--- config.mk ---
export PLATFORM = sky130hd
export DESIGN_NAME = atrs_timer
export DESIGN_NICKNAME = d
export VERILOG_FILES = /design/src/rtl/atrs_pkg.sv /design/src/rtl/atrs_sync2.sv /design/src/rtl/atrs_timer.sv
export SDC_FILE = /design/constraint.sdc
export NUM_CORES = 1
export LEC_CHECK = 0
export BUFFER_PORTS_ARGS = -buffer_cell sky130_fd_sc_hd__buf_4
export CAP_MARGIN = 20
export CORE_ASPECT_RATIO = 0.75
export CORE_MARGIN = 1.5
export CORE_UTILIZATION = 40
export CTS_BUF_LIST = sky130_fd_sc_hd__clkbuf_8
export DETAILED_ROUTE_END_ITERATION = 7
export SYNTH_ARGS = -nofsm -noshare
export SYNTH_HDL_FRONTEND = slang
export SYNTH_HIERARCHICAL = 1
export SYNTH_SLANG_ARGS = --single-unit
export TNS_END_PERCENT = 20
--- constraint.sdc ---
create_clock -name i_core_clk -period 3.1 [get_ports i_core_clk]
set_clock_uncertainty 0.1 [all_clocks]
set_input_delay 0.465 -clock i_core_clk [delete_from_list [all_inputs] [get_ports i_core_clk]]
set_output_delay 0.465 -clock i_core_clk [all_outputs]
set_load 0.01 [all_outputs]
--- src/rtl/atrs_pkg.sv ---
// What this block does
// - Changing the timer clock source may corrupt count, compare and control contents.
// - In asynchronous mode, count, compare and control writes go to a holding register, loaded after two slow clock rising edges.
// - Count, compare and control each own an independent holding register.
// - Compare matching is suppressed while a count or compare write is pending.
// - Wake logic needs one slow cycle to rearm after a wake-up.
// - In asynchronous mode the slow oscillator runs in every mode but power-down.
// - Timer register contents are not guaranteed after waking from power-down.
// - Wake-up starts on the slow clock cycle after the interrupt condition.
// - After a timer wake-up the processor stalls four cycles before the handler.
// - Interrupt flag reaches processor three processor cycles after the timer cycle.
// - Compare output pin changes on the slow timer tick, not resynchronised.
// - After power-save wake, count reads stay stale until the next slow edge.
// - Hardware never alters compare or control, so their reads are exact.
// - Clock select 0 picks the processor clock, 1 the slow crystal input.
// - Asynchronous writes set a pending flag, cleared when the destination loads.
// - Count reads give a copy of the count that freezes in power-save; compare and control read holding registers.
package atrs_pkg;

   typedef logic [2:0] atrs_addr_t;
   typedef logic [7:0] atrs_byte_t;

   // ****************************************
   // Register offsets
   // ****************************************
   localparam atrs_addr_t REG_COUNT   = 3'h0;
   localparam atrs_addr_t REG_COMPARE = 3'h1;
   localparam atrs_addr_t REG_CONTROL = 3'h2;
   localparam atrs_addr_t REG_STATUS  = 3'h3;
   localparam atrs_addr_t REG_IRQ     = 3'h4;

   // ****************************************
   // Field positions
   // ****************************************
   localparam int ST_CONTROL_PEND = 0;
   localparam int ST_COMPARE_PEND = 1;
   localparam int ST_COUNT_PEND   = 2;
   localparam int ST_CLOCK_SEL    = 3;
   localparam int IRQ_CMP_EN      = 0;
   localparam int IRQ_OVF_EN      = 1;
   localparam int IRQ_CMP_FLAG    = 2;
   localparam int IRQ_OVF_FLAG    = 3;
   localparam int CTL_RUN         = 0;
   localparam int CTL_CLR_MATCH   = 1;
   localparam int CTL_OUT_LSB     = 2;

   localparam logic [1:0] OUT_NONE   = 2'h0;
   localparam logic [1:0] OUT_TOGGLE = 2'h1;
   localparam logic [1:0] OUT_CLEAR  = 2'h2;
   localparam logic [1:0] OUT_SET    = 2'h3;

   // ****************************************
   // Reset values and timing counts
   // ****************************************
   localparam atrs_byte_t RST_BYTE          = 8'h00;
   localparam atrs_byte_t COUNT_TOP         = 8'hFF;
   localparam logic [1:0] LOAD_EDGES        = 2'h2;
   localparam logic [2:0] WAKE_STALL_CYCLES = 3'h4;
   localparam int         FLAG_SYNC_CYCLES  = 3;

   typedef enum logic [1:0] {
      ATRS_ACTIVE,
      ATRS_IDLE,
      ATRS_POWER_SAVE,
      ATRS_POWER_DOWN
   } atrs_sleep_t;

   typedef struct packed {
      atrs_addr_t addr;
      atrs_byte_t wdata;
      logic       wr;
      logic       rd;
   } atrs_bus_t;

   typedef struct packed {
      logic       pending;
      logic [1:0] edges;
      atrs_byte_t value;
   } atrs_hold_t;

   typedef struct packed {
      atrs_hold_t                  count_h;
      atrs_hold_t                  compare_h;
      atrs_hold_t                  control_h;
      atrs_byte_t                  count;
      atrs_byte_t                  compare;
      atrs_byte_t                  control;
      atrs_byte_t                  count_view;
      atrs_byte_t                  rdata;
      logic                        clk_sel;
      logic                        cmp_en;
      logic                        ovf_en;
      logic                        cmp_flag;
      logic                        ovf_flag;
      logic [FLAG_SYNC_CYCLES-1:0] cmp_pipe;
      logic [FLAG_SYNC_CYCLES-1:0] ovf_pipe;
      logic                        pin_last;
      logic                        blank_next;
      logic                        cmp_pin;
      logic                        wake_armed;
      logic                        wake_req;
      logic                        wake;
      logic [2:0]                  stall_cnt;
   } atrs_state_t;

endpackage

--- src/rtl/atrs_sync2.sv ---
`timescale 1ns/1ps
`default_nettype none
module atrs_sync2 (
   input  wire logic i_core_clk,
   input  wire logic i_reset,
   input  wire logic i_async,
   output logic      o_sync
);
   typedef struct packed {
      logic first;
      logic second;
   } atrs_sync_t;

   atrs_sync_t s;
   atrs_sync_t next_s;

   always_comb begin
      next_s.first  = i_async;
      next_s.second = s.first;
   end

   always_ff @(posedge i_core_clk) begin
      if (i_reset) begin
         s <= '0;
      end else begin
         s <= next_s;
      end
   end

   assign o_sync = s.second;
endmodule // atrs_sync2
`default_nettype wire

--- src/rtl/atrs_timer.sv ---
`timescale 1ns/1ps
`default_nettype none
module atrs_timer (
   input  wire logic              i_core_clk,
   input  wire logic              i_reset,
   input  wire atrs_pkg::atrs_bus_t   i_bus,
   input  wire atrs_pkg::atrs_sleep_t i_sleep_mode,
   input  wire logic              i_slow_crystal_input,
   output logic [7:0]             o_rdata,
   output logic                   o_compare_pin,
   output logic                   o_compare_irq,
   output logic                   o_overflow_irq,
   output logic                   o_wake,
   output logic                   o_core_stall,
   output logic                   o_slow_osc_enable,
   output logic                   o_update_pending
);
   import atrs_pkg::*;

   atrs_state_t s;
   atrs_state_t next_s;
   logic        pin_sync;
   logic        osc_on;
   logic        slow_edge;
   logic        tick;
   logic        load_count;
   logic        load_compare;
   logic        load_control;
   logic        match;
   logic        overflow;
   logic        cmp_set;
   logic        ovf_set;
   logic        irq_cond;
   atrs_byte_t  read_mux;
   atrs_byte_t  count_next;

   // ****************************************
   // Slow crystal edge detection
   // ****************************************
   atrs_sync2 u_pin_sync (
      .i_core_clk (i_core_clk),
      .i_reset    (i_reset),
      .i_async    (i_slow_crystal_input),
      .o_sync     (pin_sync)
   );

   // Holding register transfer on the second slow edge after a write
   function automatic atrs_hold_t advance(input atrs_hold_t h, input logic edge_seen);
      atrs_hold_t r;
      r = h;
      if (h.pending && edge_seen) begin
         r.edges = 2'(h.edges + 2'h1);
         if (r.edges == LOAD_EDGES) begin
            r.pending = 1'b0;
         end
      end
      return r;
   endfunction

   always_comb begin
      next_s = s;
      next_s.wake     = 1'b0;
      next_s.pin_last = pin_sync;
      // Oscillator off in power-down and whenever the processor clock is selected
      osc_on    = s.clk_sel && (i_sleep_mode != ATRS_POWER_DOWN);
      slow_edge = osc_on && pin_sync && !s.pin_last;
      // Select 1 counts slow edges, 0 counts core cycles while the core runs
      if (s.clk_sel) begin
         tick = slow_edge;
      end else begin
         tick = (i_sleep_mode == ATRS_ACTIVE) || (i_sleep_mode == ATRS_IDLE);
      end

      // ****************************************
      // Holding register transfers
      // ****************************************
      next_s.count_h   = advance(s.count_h, slow_edge);
      next_s.compare_h = advance(s.compare_h, slow_edge);
      next_s.control_h = advance(s.control_h, slow_edge);
      load_count   = s.count_h.pending && !next_s.count_h.pending;
      load_compare = s.compare_h.pending && !next_s.compare_h.pending;
      load_control = s.control_h.pending && !next_s.control_h.pending;
      if (load_compare) begin
         next_s.compare = s.compare_h.value;
      end
      if (load_control) begin
         next_s.control = s.control_h.value;
      end

      // ****************************************
      // Counter, compare and overflow
      // ****************************************
      match = tick && s.control[CTL_RUN] && (s.count == s.compare)
            && !s.count_h.pending && !s.compare_h.pending && !s.blank_next;
      overflow   = tick && s.control[CTL_RUN] && (s.count == COUNT_TOP);
      count_next = s.count;
      if (load_count) begin
         count_next = s.count_h.value;
      end else if (match && s.control[CTL_CLR_MATCH]) begin
         count_next = RST_BYTE;
      end else if (tick && s.control[CTL_RUN]) begin
         count_next = 8'(s.count + 8'h01);
      end
      next_s.count = count_next;
      if (tick) begin
         next_s.blank_next = 1'b0;
      end
      // Pin follows the timer tick directly
      if (match) begin
         case (s.control[CTL_OUT_LSB +: 2])
            OUT_TOGGLE: next_s.cmp_pin = !s.cmp_pin;
            OUT_CLEAR:  next_s.cmp_pin = 1'b0;
            OUT_SET:    next_s.cmp_pin = 1'b1;
            default:    next_s.cmp_pin = s.cmp_pin;
         endcase
      end
      // Core view of the count freezes during power-save
      if (!s.clk_sel) begin
         next_s.count_view = count_next;
      end else if (slow_edge && i_sleep_mode != ATRS_POWER_SAVE) begin
         next_s.count_view = count_next;
      end

      // ****************************************
      // Interrupt flag synchronisation
      // ****************************************
      next_s.cmp_pipe = {s.cmp_pipe[FLAG_SYNC_CYCLES-2:0], match && s.clk_sel};
      next_s.ovf_pipe = {s.ovf_pipe[FLAG_SYNC_CYCLES-2:0], overflow && s.clk_sel};
      cmp_set = s.clk_sel ? s.cmp_pipe[FLAG_SYNC_CYCLES-1] : match;
      ovf_set = s.clk_sel ? s.ovf_pipe[FLAG_SYNC_CYCLES-1] : overflow;
      next_s.cmp_flag = s.cmp_flag;
      next_s.ovf_flag = s.ovf_flag;
      if (i_bus.wr && i_bus.addr == REG_IRQ) begin
         next_s.cmp_en = i_bus.wdata[IRQ_CMP_EN];
         next_s.ovf_en = i_bus.wdata[IRQ_OVF_EN];
         if (i_bus.wdata[IRQ_CMP_FLAG]) begin
            next_s.cmp_flag = 1'b0;
         end
         if (i_bus.wdata[IRQ_OVF_FLAG]) begin
            next_s.ovf_flag = 1'b0;
         end
      end
      // Set wins over a same-cycle clear
      if (cmp_set) begin
         next_s.cmp_flag = 1'b1;
      end
      if (ovf_set) begin
         next_s.ovf_flag = 1'b1;
      end

      // ****************************************
      // Power-save wake-up
      // ****************************************
      irq_cond = (s.cmp_flag && s.cmp_en) || (s.ovf_flag && s.ovf_en);
      if (i_sleep_mode == ATRS_POWER_SAVE && s.wake_armed && irq_cond) begin
         next_s.wake_req = 1'b1;
      end
      if (s.wake_req && slow_edge) begin
         next_s.wake       = 1'b1;
         next_s.wake_req   = 1'b0;
         next_s.wake_armed = 1'b0;
      end else if (!s.wake_armed && slow_edge) begin
         next_s.wake_armed = 1'b1;
      end
      if (!s.clk_sel) begin
         next_s.wake_req   = 1'b0;
         next_s.wake_armed = 1'b1;
      end
      // Stall starts the cycle after the wake pulse and lasts four cycles
      if (s.wake) begin
         next_s.stall_cnt = WAKE_STALL_CYCLES;
      end else if (s.stall_cnt != 3'h0) begin
         next_s.stall_cnt = 3'(s.stall_cnt - 3'h1);
      end
      // Oscillator stopped: transfers are dropped, contents not trusted
      if (i_sleep_mode == ATRS_POWER_DOWN) begin
         next_s.count_h.pending   = 1'b0;
         next_s.compare_h.pending = 1'b0;
         next_s.control_h.pending = 1'b0;
         next_s.wake_req          = 1'b0;
      end

      // ****************************************
      // Register writes
      // ****************************************
      if (i_bus.wr) begin
         case (i_bus.addr)
            REG_COUNT: begin
               next_s.count_h.value = i_bus.wdata;
               if (s.clk_sel) begin
                  next_s.count_h.pending = 1'b1;
                  next_s.count_h.edges   = 2'h0;
               end else begin
                  next_s.count      = i_bus.wdata;
                  next_s.count_view = i_bus.wdata;
                  next_s.blank_next = 1'b1;
               end
            end
            REG_COMPARE: begin
               next_s.compare_h.value = i_bus.wdata;
               if (s.clk_sel) begin
                  next_s.compare_h.pending = 1'b1;
                  next_s.compare_h.edges   = 2'h0;
               end else begin
                  next_s.compare = i_bus.wdata;
               end
            end
            REG_CONTROL: begin
               next_s.control_h.value = i_bus.wdata;
               if (s.clk_sel) begin
                  next_s.control_h.pending = 1'b1;
                  next_s.control_h.edges   = 2'h0;
               end else begin
                  next_s.control = i_bus.wdata;
               end
            end
            REG_STATUS: begin
               next_s.clk_sel = i_bus.wdata[ST_CLOCK_SEL];
               // Source change abandons transfers in flight
               if (i_bus.wdata[ST_CLOCK_SEL] != s.clk_sel) begin
                  next_s.count_h.pending   = 1'b0;
                  next_s.compare_h.pending = 1'b0;
                  next_s.control_h.pending = 1'b0;
                  next_s.cmp_pipe          = '0;
                  next_s.ovf_pipe          = '0;
               end
            end
            default: begin
            end
         endcase
      end

      // ****************************************
      // Register reads
      // ****************************************
      case (i_bus.addr)
         REG_COUNT:   read_mux = s.count_view;
         REG_COMPARE: read_mux = s.compare_h.value;
         REG_CONTROL: read_mux = s.control_h.value;
         REG_STATUS:  read_mux = {4'h0, s.clk_sel, s.count_h.pending,
                                  s.compare_h.pending, s.control_h.pending};
         REG_IRQ:     read_mux = {4'h0, s.ovf_flag, s.cmp_flag, s.ovf_en, s.cmp_en};
         default:     read_mux = RST_BYTE;
      endcase
      next_s.rdata = i_bus.rd ? read_mux : RST_BYTE;
   end

   always_ff @(posedge i_core_clk) begin
      if (i_reset) begin
         s <= '0;
         s.wake_armed <= 1'b1;
      end else begin
         s <= next_s;
      end
   end

   assign o_rdata           = s.rdata;
   assign o_compare_pin     = s.cmp_pin;
   assign o_compare_irq     = s.cmp_flag && s.cmp_en;
   assign o_overflow_irq    = s.ovf_flag && s.ovf_en;
   assign o_wake            = s.wake;
   assign o_core_stall      = (s.stall_cnt != 3'h0);
   assign o_slow_osc_enable = osc_on;
   assign o_update_pending  = s.count_h.pending || s.compare_h.pending
                            || s.control_h.pending;
endmodule // atrs_timer
`default_nettype wire

# [Yosys cells after proc, flatten, opt, wreduce, memory -nomap -nowiden]
# Cells that the tools add are included.
[classes] n_addsub=5 n_eq_ne=18 mux=59 n_bitwise=2 reduce_logical=60
[op_table] op="8-bit 2-to-1 mux" count=15
[op_table] op="65-bit 2-to-1 mux" count=1
[op_table] op="8-bit one-hot mux with 5 select lines" count=1
[op_table] op="10-bit 2-to-1 mux" count=3
[op_table] op="1-bit logical AND" count=26
[op_table] op="3-bit 2-to-1 mux" count=8
[op_table] op="1-bit 2-to-1 mux" count=23
[op_table] op="6-bit 2-to-1 mux" count=3
[op_table] op="2-bit == test (second input constant)" count=7
[op_table] op="2-bit AND reduction" count=7
[op_table] op="2-bit nonzero test" count=6
[op_table] op="1-bit logical NOT" count=9
[op_table] op="8-bit by 1-bit adder with 8-bit output (second input constant)" count=1
[op_table] op="8-bit == test" count=1
[op_table] op="8-bit == test (second input constant)" count=1
[op_table] op="2-bit by 1-bit adder with 2-bit output (second input constant)" count=3
[op_table] op="3-bit by 2-bit == test with 1-bit output (second input constant)" count=2
[op_table] op="1-bit one-hot mux with 2 select lines" count=3
[op_table] op="3-bit nonzero test" count=2
[op_table] op="2-bit OR reduction" count=3
[op_table] op="2-bit by 1-bit == test with 1-bit output (second input constant)" count=2
[op_table] op="1-bit logical OR" count=4
[op_table] op="2-bit inequality test (second input constant)" count=2
[op_table] op="4-bit OR reduction" count=1
[op_table] op="9 further kinds" count=10
[word_totals] regBits=95 in_bits=18 elab_cells=175

# [Longest topological paths before layout]
[depth] ltp_word=18 depth_mapped=9 depth_no_buf=7

# [Hierarchy]
# The synthesis kept the hierarchy.
[by_module_without_submodules] module="atrs_timer" n_inst=1 cells_each=500 area_each_um2=4172.8 seq_area_each_um2=1781.7
[by_module_without_submodules] module="atrs_sync2" n_inst=1 cells_each=4 area_each_um2=52.6 seq_area_each_um2=40.0

# [Least setup slack after synthesis]
# Ideal clock, no wire load.
[synth_timing] kind="input -> register" start="input port i_sleep_mode[0]" end="register s[35] (netlist name)" t_arrival_ns=1.885 required_time_ns=2.921 slack_ns=1.036 path_stages=6 cell_sequence="nand2b_1 -> a221o_1 -> or4_4 -> a21oi_4 -> o21ai_2 -> a211oi_2"
[synth_via] elab_chain_cells=18 elab_cells_between_ends=28 classes_between="3 x eq/ne; 10 x mux; 15 x reduce/logical"
[synth_rtl] element="from (decl)" line_no="atrs_timer.sv:7" text="input wire atrs_pkg::atrs_sleep_t i_sleep_mode,"
[synth_rtl] element="2-bit inequality test" line_no="atrs_timer.sv:65" text="osc_on = s.clk_sel && (i_sleep_mode != ATRS_POWER_DOWN);"
[synth_rtl] element="1-bit logical AND" line_no="atrs_timer.sv:65"
[synth_rtl] element="1-bit logical AND (2 in a row)" line_no="atrs_timer.sv:66" text="slow_edge = osc_on && pin_sync && !s.pin_last;"
[synth_rtl] element="1-bit 2-to-1 mux" line_no="atrs_timer.sv:68" text="if (s.clk_sel) begin"
[synth_rtl] element="1-bit logical AND" line_no="atrs_timer.sv:93, atrs_timer.sv:101"
[synth_rtl] element="1-bit logical AND" line_no="atrs_timer.sv:93" text="match = tick && s.control[CTL_RUN] && (s.count == s.compare)"
[synth_rtl] element="1-bit logical AND (3 in a row)" line_no="atrs_timer.sv:94" text="&& !s.count_h.pending && !s.compare_h.pending && !s.blank_next;"
[synth_rtl] element="1-bit logical AND" line_no="atrs_timer.sv:99" text="end else if (match && s.control[CTL_CLR_MATCH]) begin"
[synth_rtl] element="8-bit 2-to-1 mux" line_no="atrs_timer.sv:99"
[synth_rtl] element="8-bit 2-to-1 mux" line_no="atrs_timer.sv:97" text="if (load_count) begin"
[synth_rtl] element="8-bit 2-to-1 mux" line_no="atrs_timer.sv:120" text="end else if (slow_edge && i_sleep_mode != ATRS_POWER_SAVE) begin"
[synth_rtl] element="8-bit 2-to-1 mux (*)" line_no="atrs_timer.sv:118" text="if (!s.clk_sel) begin"
[synth_rtl] element="8-bit 2-to-1 mux" line_no="atrs_timer.sv:190" text="if (s.clk_sel) begin"
[synth_rtl] element="8-bit 2-to-1 mux" line_no="atrs_timer.sv:187" text="case (i_bus.addr)"
[synth_rtl] element="65-bit 2-to-1 mux (*)" line_no="atrs_timer.sv:186" text="if (i_bus.wr) begin"
[synth_rtl] element="to (signal assigned)" line_no="atrs_timer.sv:253" text="s <= next_s;"
[synth_rtl] element="to (decl)" line_no="atrs_timer.sv:20" text="atrs_state_t s;"
# Mark *: on every way between the ends. The rest lies on a longest branch, timed or not.
# A chain may end at the register's enable or synchronous reset.

# [Final worst setup path]
[layout_timing] start="register s[19] (netlist name)" end="register s[34] (netlist name)"
[layout_via] elab_chain_cells=17 elab_cells_between_ends=23 classes_between="10 x mux; 13 x reduce/logical"
[layout_rtl] element="1-bit logical AND" line_no="atrs_timer.sv:65"
[layout_rtl] element="1-bit logical AND (2 in a row)" line_no="atrs_timer.sv:66"
[layout_rtl] element="1-bit 2-to-1 mux" line_no="atrs_timer.sv:68"
[layout_rtl] element="1-bit logical AND" line_no="atrs_timer.sv:93, atrs_timer.sv:101"
[layout_rtl] element="1-bit logical AND" line_no="atrs_timer.sv:93"
[layout_rtl] element="1-bit logical AND (3 in a row)" line_no="atrs_timer.sv:94"
[layout_rtl] element="1-bit logical AND" line_no="atrs_timer.sv:99"
[layout_rtl] element="8-bit 2-to-1 mux" line_no="atrs_timer.sv:99"
[layout_rtl] element="8-bit 2-to-1 mux" line_no="atrs_timer.sv:97"
[layout_rtl] element="8-bit 2-to-1 mux" line_no="atrs_timer.sv:120"
[layout_rtl] element="8-bit 2-to-1 mux" line_no="atrs_timer.sv:118"
[layout_rtl] element="8-bit 2-to-1 mux" line_no="atrs_timer.sv:190"
[layout_rtl] element="8-bit 2-to-1 mux" line_no="atrs_timer.sv:187"
[layout_rtl] element="65-bit 2-to-1 mux (*)" line_no="atrs_timer.sv:186"
# Marks and branches as above.

==> results by group <==
Pwr
  – PD cells: 488.5 nW/um^2
  – Sequential Power Share: 53.2%
  – Psw: 613.2 uW
  – Clk pwr share: 36.1%
  – Worst vdd ir: 0.2414 mV
  – Leakage: 1.808 nW
  – Sw Ratio: 26.56%
  – Logic gate share of total power: 10.8%
  – Total Power: 2.309 mW
  – Cell-internal power: 1.695 mW

Synthesis
  – Compound-Gate Fraction of Synth Area: 17.32%
  – Largest area contributor in the netlist: dfxtp_1
  – Syn nets: 529
  – Post-synth EDFFs: 0
  – Synth Area in XOR/XNOR: 3.938%
  – FF+latch count, synth: 91
  – Main combinational cell family by area after synthesis: simple AND/OR/NAND/NOR gates
  – Area contributors post-synth: dfxtp_1 (43%), nand2_1 (6.9%), mux2i_1 (6.4%)
  – Mapped Area: 4225 sq um
  – Share of the synthesized area in the top cell type: 43.12%
  – Unique masters post-synth: 49
  – Mux cell area share after synthesis: 6.663%
  – Post-synthesis cell count: 504
  – YS warnings: 6
  – Synth Area in Adders: 2.073%
  – Register area share after synthesis: 43.12%
  – Simple-Gate Fraction of Synth Area: 21.94%
  – Post-synth ARST share: 0%
  – Synth Flop Type: dfxtp_1
  – Avg Synthesized Cell Area: 8.384 sq um

Clocking
  – Hold_buf cts: 0
  – CTS clock-pin slew for the worst setup and hold paths: 0.09 ns
  – Clock buffer count from CTS: 9
  – CTS Sinks: 91
  – Root Buffer Master: clkbuf_8
  – Buffer levels on the longest clock path: 2
  – Post-CTS setup buffers: 0
  – Post-CTS resize count: 0
  – H-tree depth: 3
  – Worst-Skew Late Latency: 0.37 ns
  – CTS tree: done

Outcome
  – Status: completed

Cells and area
  – Antenna Diode Count: 0
  – Fillers: 1,041
  – # nets final: 545
  – Post-route design area: 4726 sq um
  – Fin util: 45.93%
  – Layout cells sized above 1: 12.57%
  – Layout area overhead: 11.84%
  – Final non-filler cell total: 661

Timing
  – Final hold violation count: 0
  – Final setup fails: 0
  – Max Transition Viols Final: 0
  – Worst-Margin Slew: 0.8010 ns
  – Relative max-transition margin: 46.60%
  – Setup tns final: 0 ns
  – Setup WS post-layout: 0.7868 ns
  – Final worst path period share: 74.62%
  – Unrepaired setup endpoints after global routing: no
  – Fmax: 432.3 MHz
  – Fin crit period: 2.313 ns
  – Fin Hold WS: 0.2185 ns

Routing
  – Vias per inst: 5.561
  – DR WL/cell: 17.54 um
  – Final WL: 11,590 um
  – DRC: 0
  – Post-route ant nets: 0
  – 1st-iter DRT viols: 387
  – Total number of vias: 3,676
  – Detailed Routing Iterations Pass 1: 5

Setup path
  – WP data required: 3.23 ns
  – Worst Setup SP: s[19]$_SDFFE_PP0P_
  – Startpoint Class: flip-flop
  – Kind of critical path: reg2reg
  – Crit-path max FO: 19
  – Setup crit end kind: flip-flop
  – Critical Path AT: 2.44 ns
  – R2r startpoint: s[19]$_SDFFE_PP0P_

Place
  – Placed cells: 645
  – Final RePlAce weighted congestion: 0.9496
  – Number of port buffers: 32
  – Area after DPL: 4524 sq um
  – DP HPWL: 8375 um
  – Worst slack at placement: 0.7592 ns

Global route
  – Tot GR Track Use: 22.13%
  – GR peak layer: met1
  – Met3 Use GR: 5.100%
  – Initial antenna violation count: 0
  – Met1 GRT Util: 33.29%
  – First-pass GRT wire length: 19,000 um
  – GR Util met2: 31.26%
  – Largest net degree at the start of global routing: 76
  – Vias in the first global route: 3,557
  – Overflow after GRT: 0

Floorplanning
  – Die width: 121.7 um
  – Die Ht: 92.01 um
  – Row count: 32
  – Ports: 33
  – Initial Utilization: 41.06%
  – Die footprint: 11,200 sq um
  – Core region area: 10,290 sq um

Run
  – Maxcap violations: 0

Min path
  – HP Start: i_slow_crystal_input
  – Hold Crit Class: in2reg
[synth_stat cells (3+ instances only)]
cell type  number
nor2_1         52
xor2_1          5
mux2i_1        27
nand4_1         6
inv_1          10
and3_1          6
buf_2           5
a32oi_1         3
xnor2_1        14
or2_2           3
o21ai_0        11
a21oi_1        50
a22oi_1         7
nor3_1          3
a211oi_1       20
nand3_1         7
dfxtp_1        91
and2_1         12
o22ai_1         5
nor4_1          5
nor2b_1         8
clkbuf_1       19
nand2b_1        5
a31oi_1         3
buf_4           9
nand3b_1        5
ha_1            7
nand2_1        78
[cell type report]
cell class	instances	area, sq um	share of cell area (%)
clock buffer	10	137.6	2.912
tap	136	170.2	3.601
multi-input combinational	368	2195	46.44
timing repair buffer	40	300.3	6.354
inverter	10	37.54	0.7943
sequential	91	1822	38.55
clock inverter	6	63.81	1.350
[cell families (layout without fill, tap and decap cells)]
family                   after synthesis  after routing
XOR/XNOR                              19             19
adder cells (fa/ha/maj)                7              7
AO/OA/AOI/OAI                        116            116
buffers and inverters                 45             66
multiplexers                          28             28
flip-flops                            91             91
AND/OR/NAND/NOR                      198            198
[per-layer routing]
metal,vias to the layer above,part of all wire [%]
met4,0,1.4
met3,16,6.8
met1,1761,51
met2,119,41
met5,-,0
li1,1780,-
[state kept, by name (all words and copies together), names as in the netlist]
| signal | count |
|---|---|
| o_compare_pin | 1 |
| o_rdata | 8 |
| o_wake | 1 |
| s | 79 |
| u_pin_sync/next_s | 1 |
| u_pin_sync/o_sync | 1 |
[path summary, 6_finish.rpt]
path / slack, ns / cells after the start / endpoint
max: 0.79 / 6 / s[34]$_SDFF_PP0_
min reg2reg: 0.33 / 1 / s[10]$_SDFF_PP0_
min: 0.22 / 2 / u_pin_sync/next_s[0]$_SDFF_PP0_
max reg2reg: 0.79 / 6 / s[34]$_SDFF_PP0_
[placed cells by master (no fill, tap or decap), drive strengths merged, types with 2 or more instances in the layout]
| cell type | Yosys | routed |
|---|---|---|
| a211oi | 21 | 21 |
| a21oi | 51 | 51 |
| a221oi | 2 | 2 |
| a22oi | 7 | 7 |
| a31oi | 3 | 3 |
| a32oi | 3 | 3 |
| and2 | 12 | 12 |
| and3 | 6 | 6 |
| buf | 16 | 40 |
| clkbuf | 19 | 10 |
| clkinv | 0 | 2 |
| clkinvlp | 0 | 2 |
| dfxtp | 91 | 91 |
| ha | 7 | 7 |
| inv | 10 | 11 |
| mux2i | 27 | 27 |
| nand2 | 78 | 78 |
| nand2b | 6 | 6 |
| nand3 | 7 | 7 |
| nand3b | 5 | 5 |
| nand4 | 6 | 6 |
| nor2 | 52 | 52 |
| nor2b | 8 | 8 |
| nor3 | 4 | 4 |
| nor3b | 2 | 2 |
| nor4 | 5 | 5 |
| o211ai | 2 | 2 |
| o21ai | 13 | 13 |
| o21bai | 2 | 2 |
| o22ai | 5 | 5 |
| o31ai | 2 | 2 |
| or2 | 3 | 3 |
| or3 | 2 | 2 |
| or4 | 2 | 2 |
| xnor2 | 14 | 14 |
| xor2 | 5 | 5 |
[power by group through the flow]
| stage | clock (mW) | sequential, mW | combinational (mW) |
|---|---|---|---|
| floorplan | 0 | 1.24 | 0.165 |
| global placement | 0 | 1.25 | 0.241 |
| detailed placement | 0 | 1.25 | 0.246 |
| CTS | 0.850 | 1.23 | 0.248 |
| global route | 0.897 | 1.23 | 0.279 |
| finish | 0.832 | 1.23 | 0.249 |
[critical path: stages, from the launching register on]
cell      delay [ns]
dfxtp_1         0.34
buf_4           0.23
nand2b_1        0.11
a221o_1         0.41
nor4_1          0.58
or3_1           0.30
o22ai_1         0.09
Power figures use the tool's default switching activity.
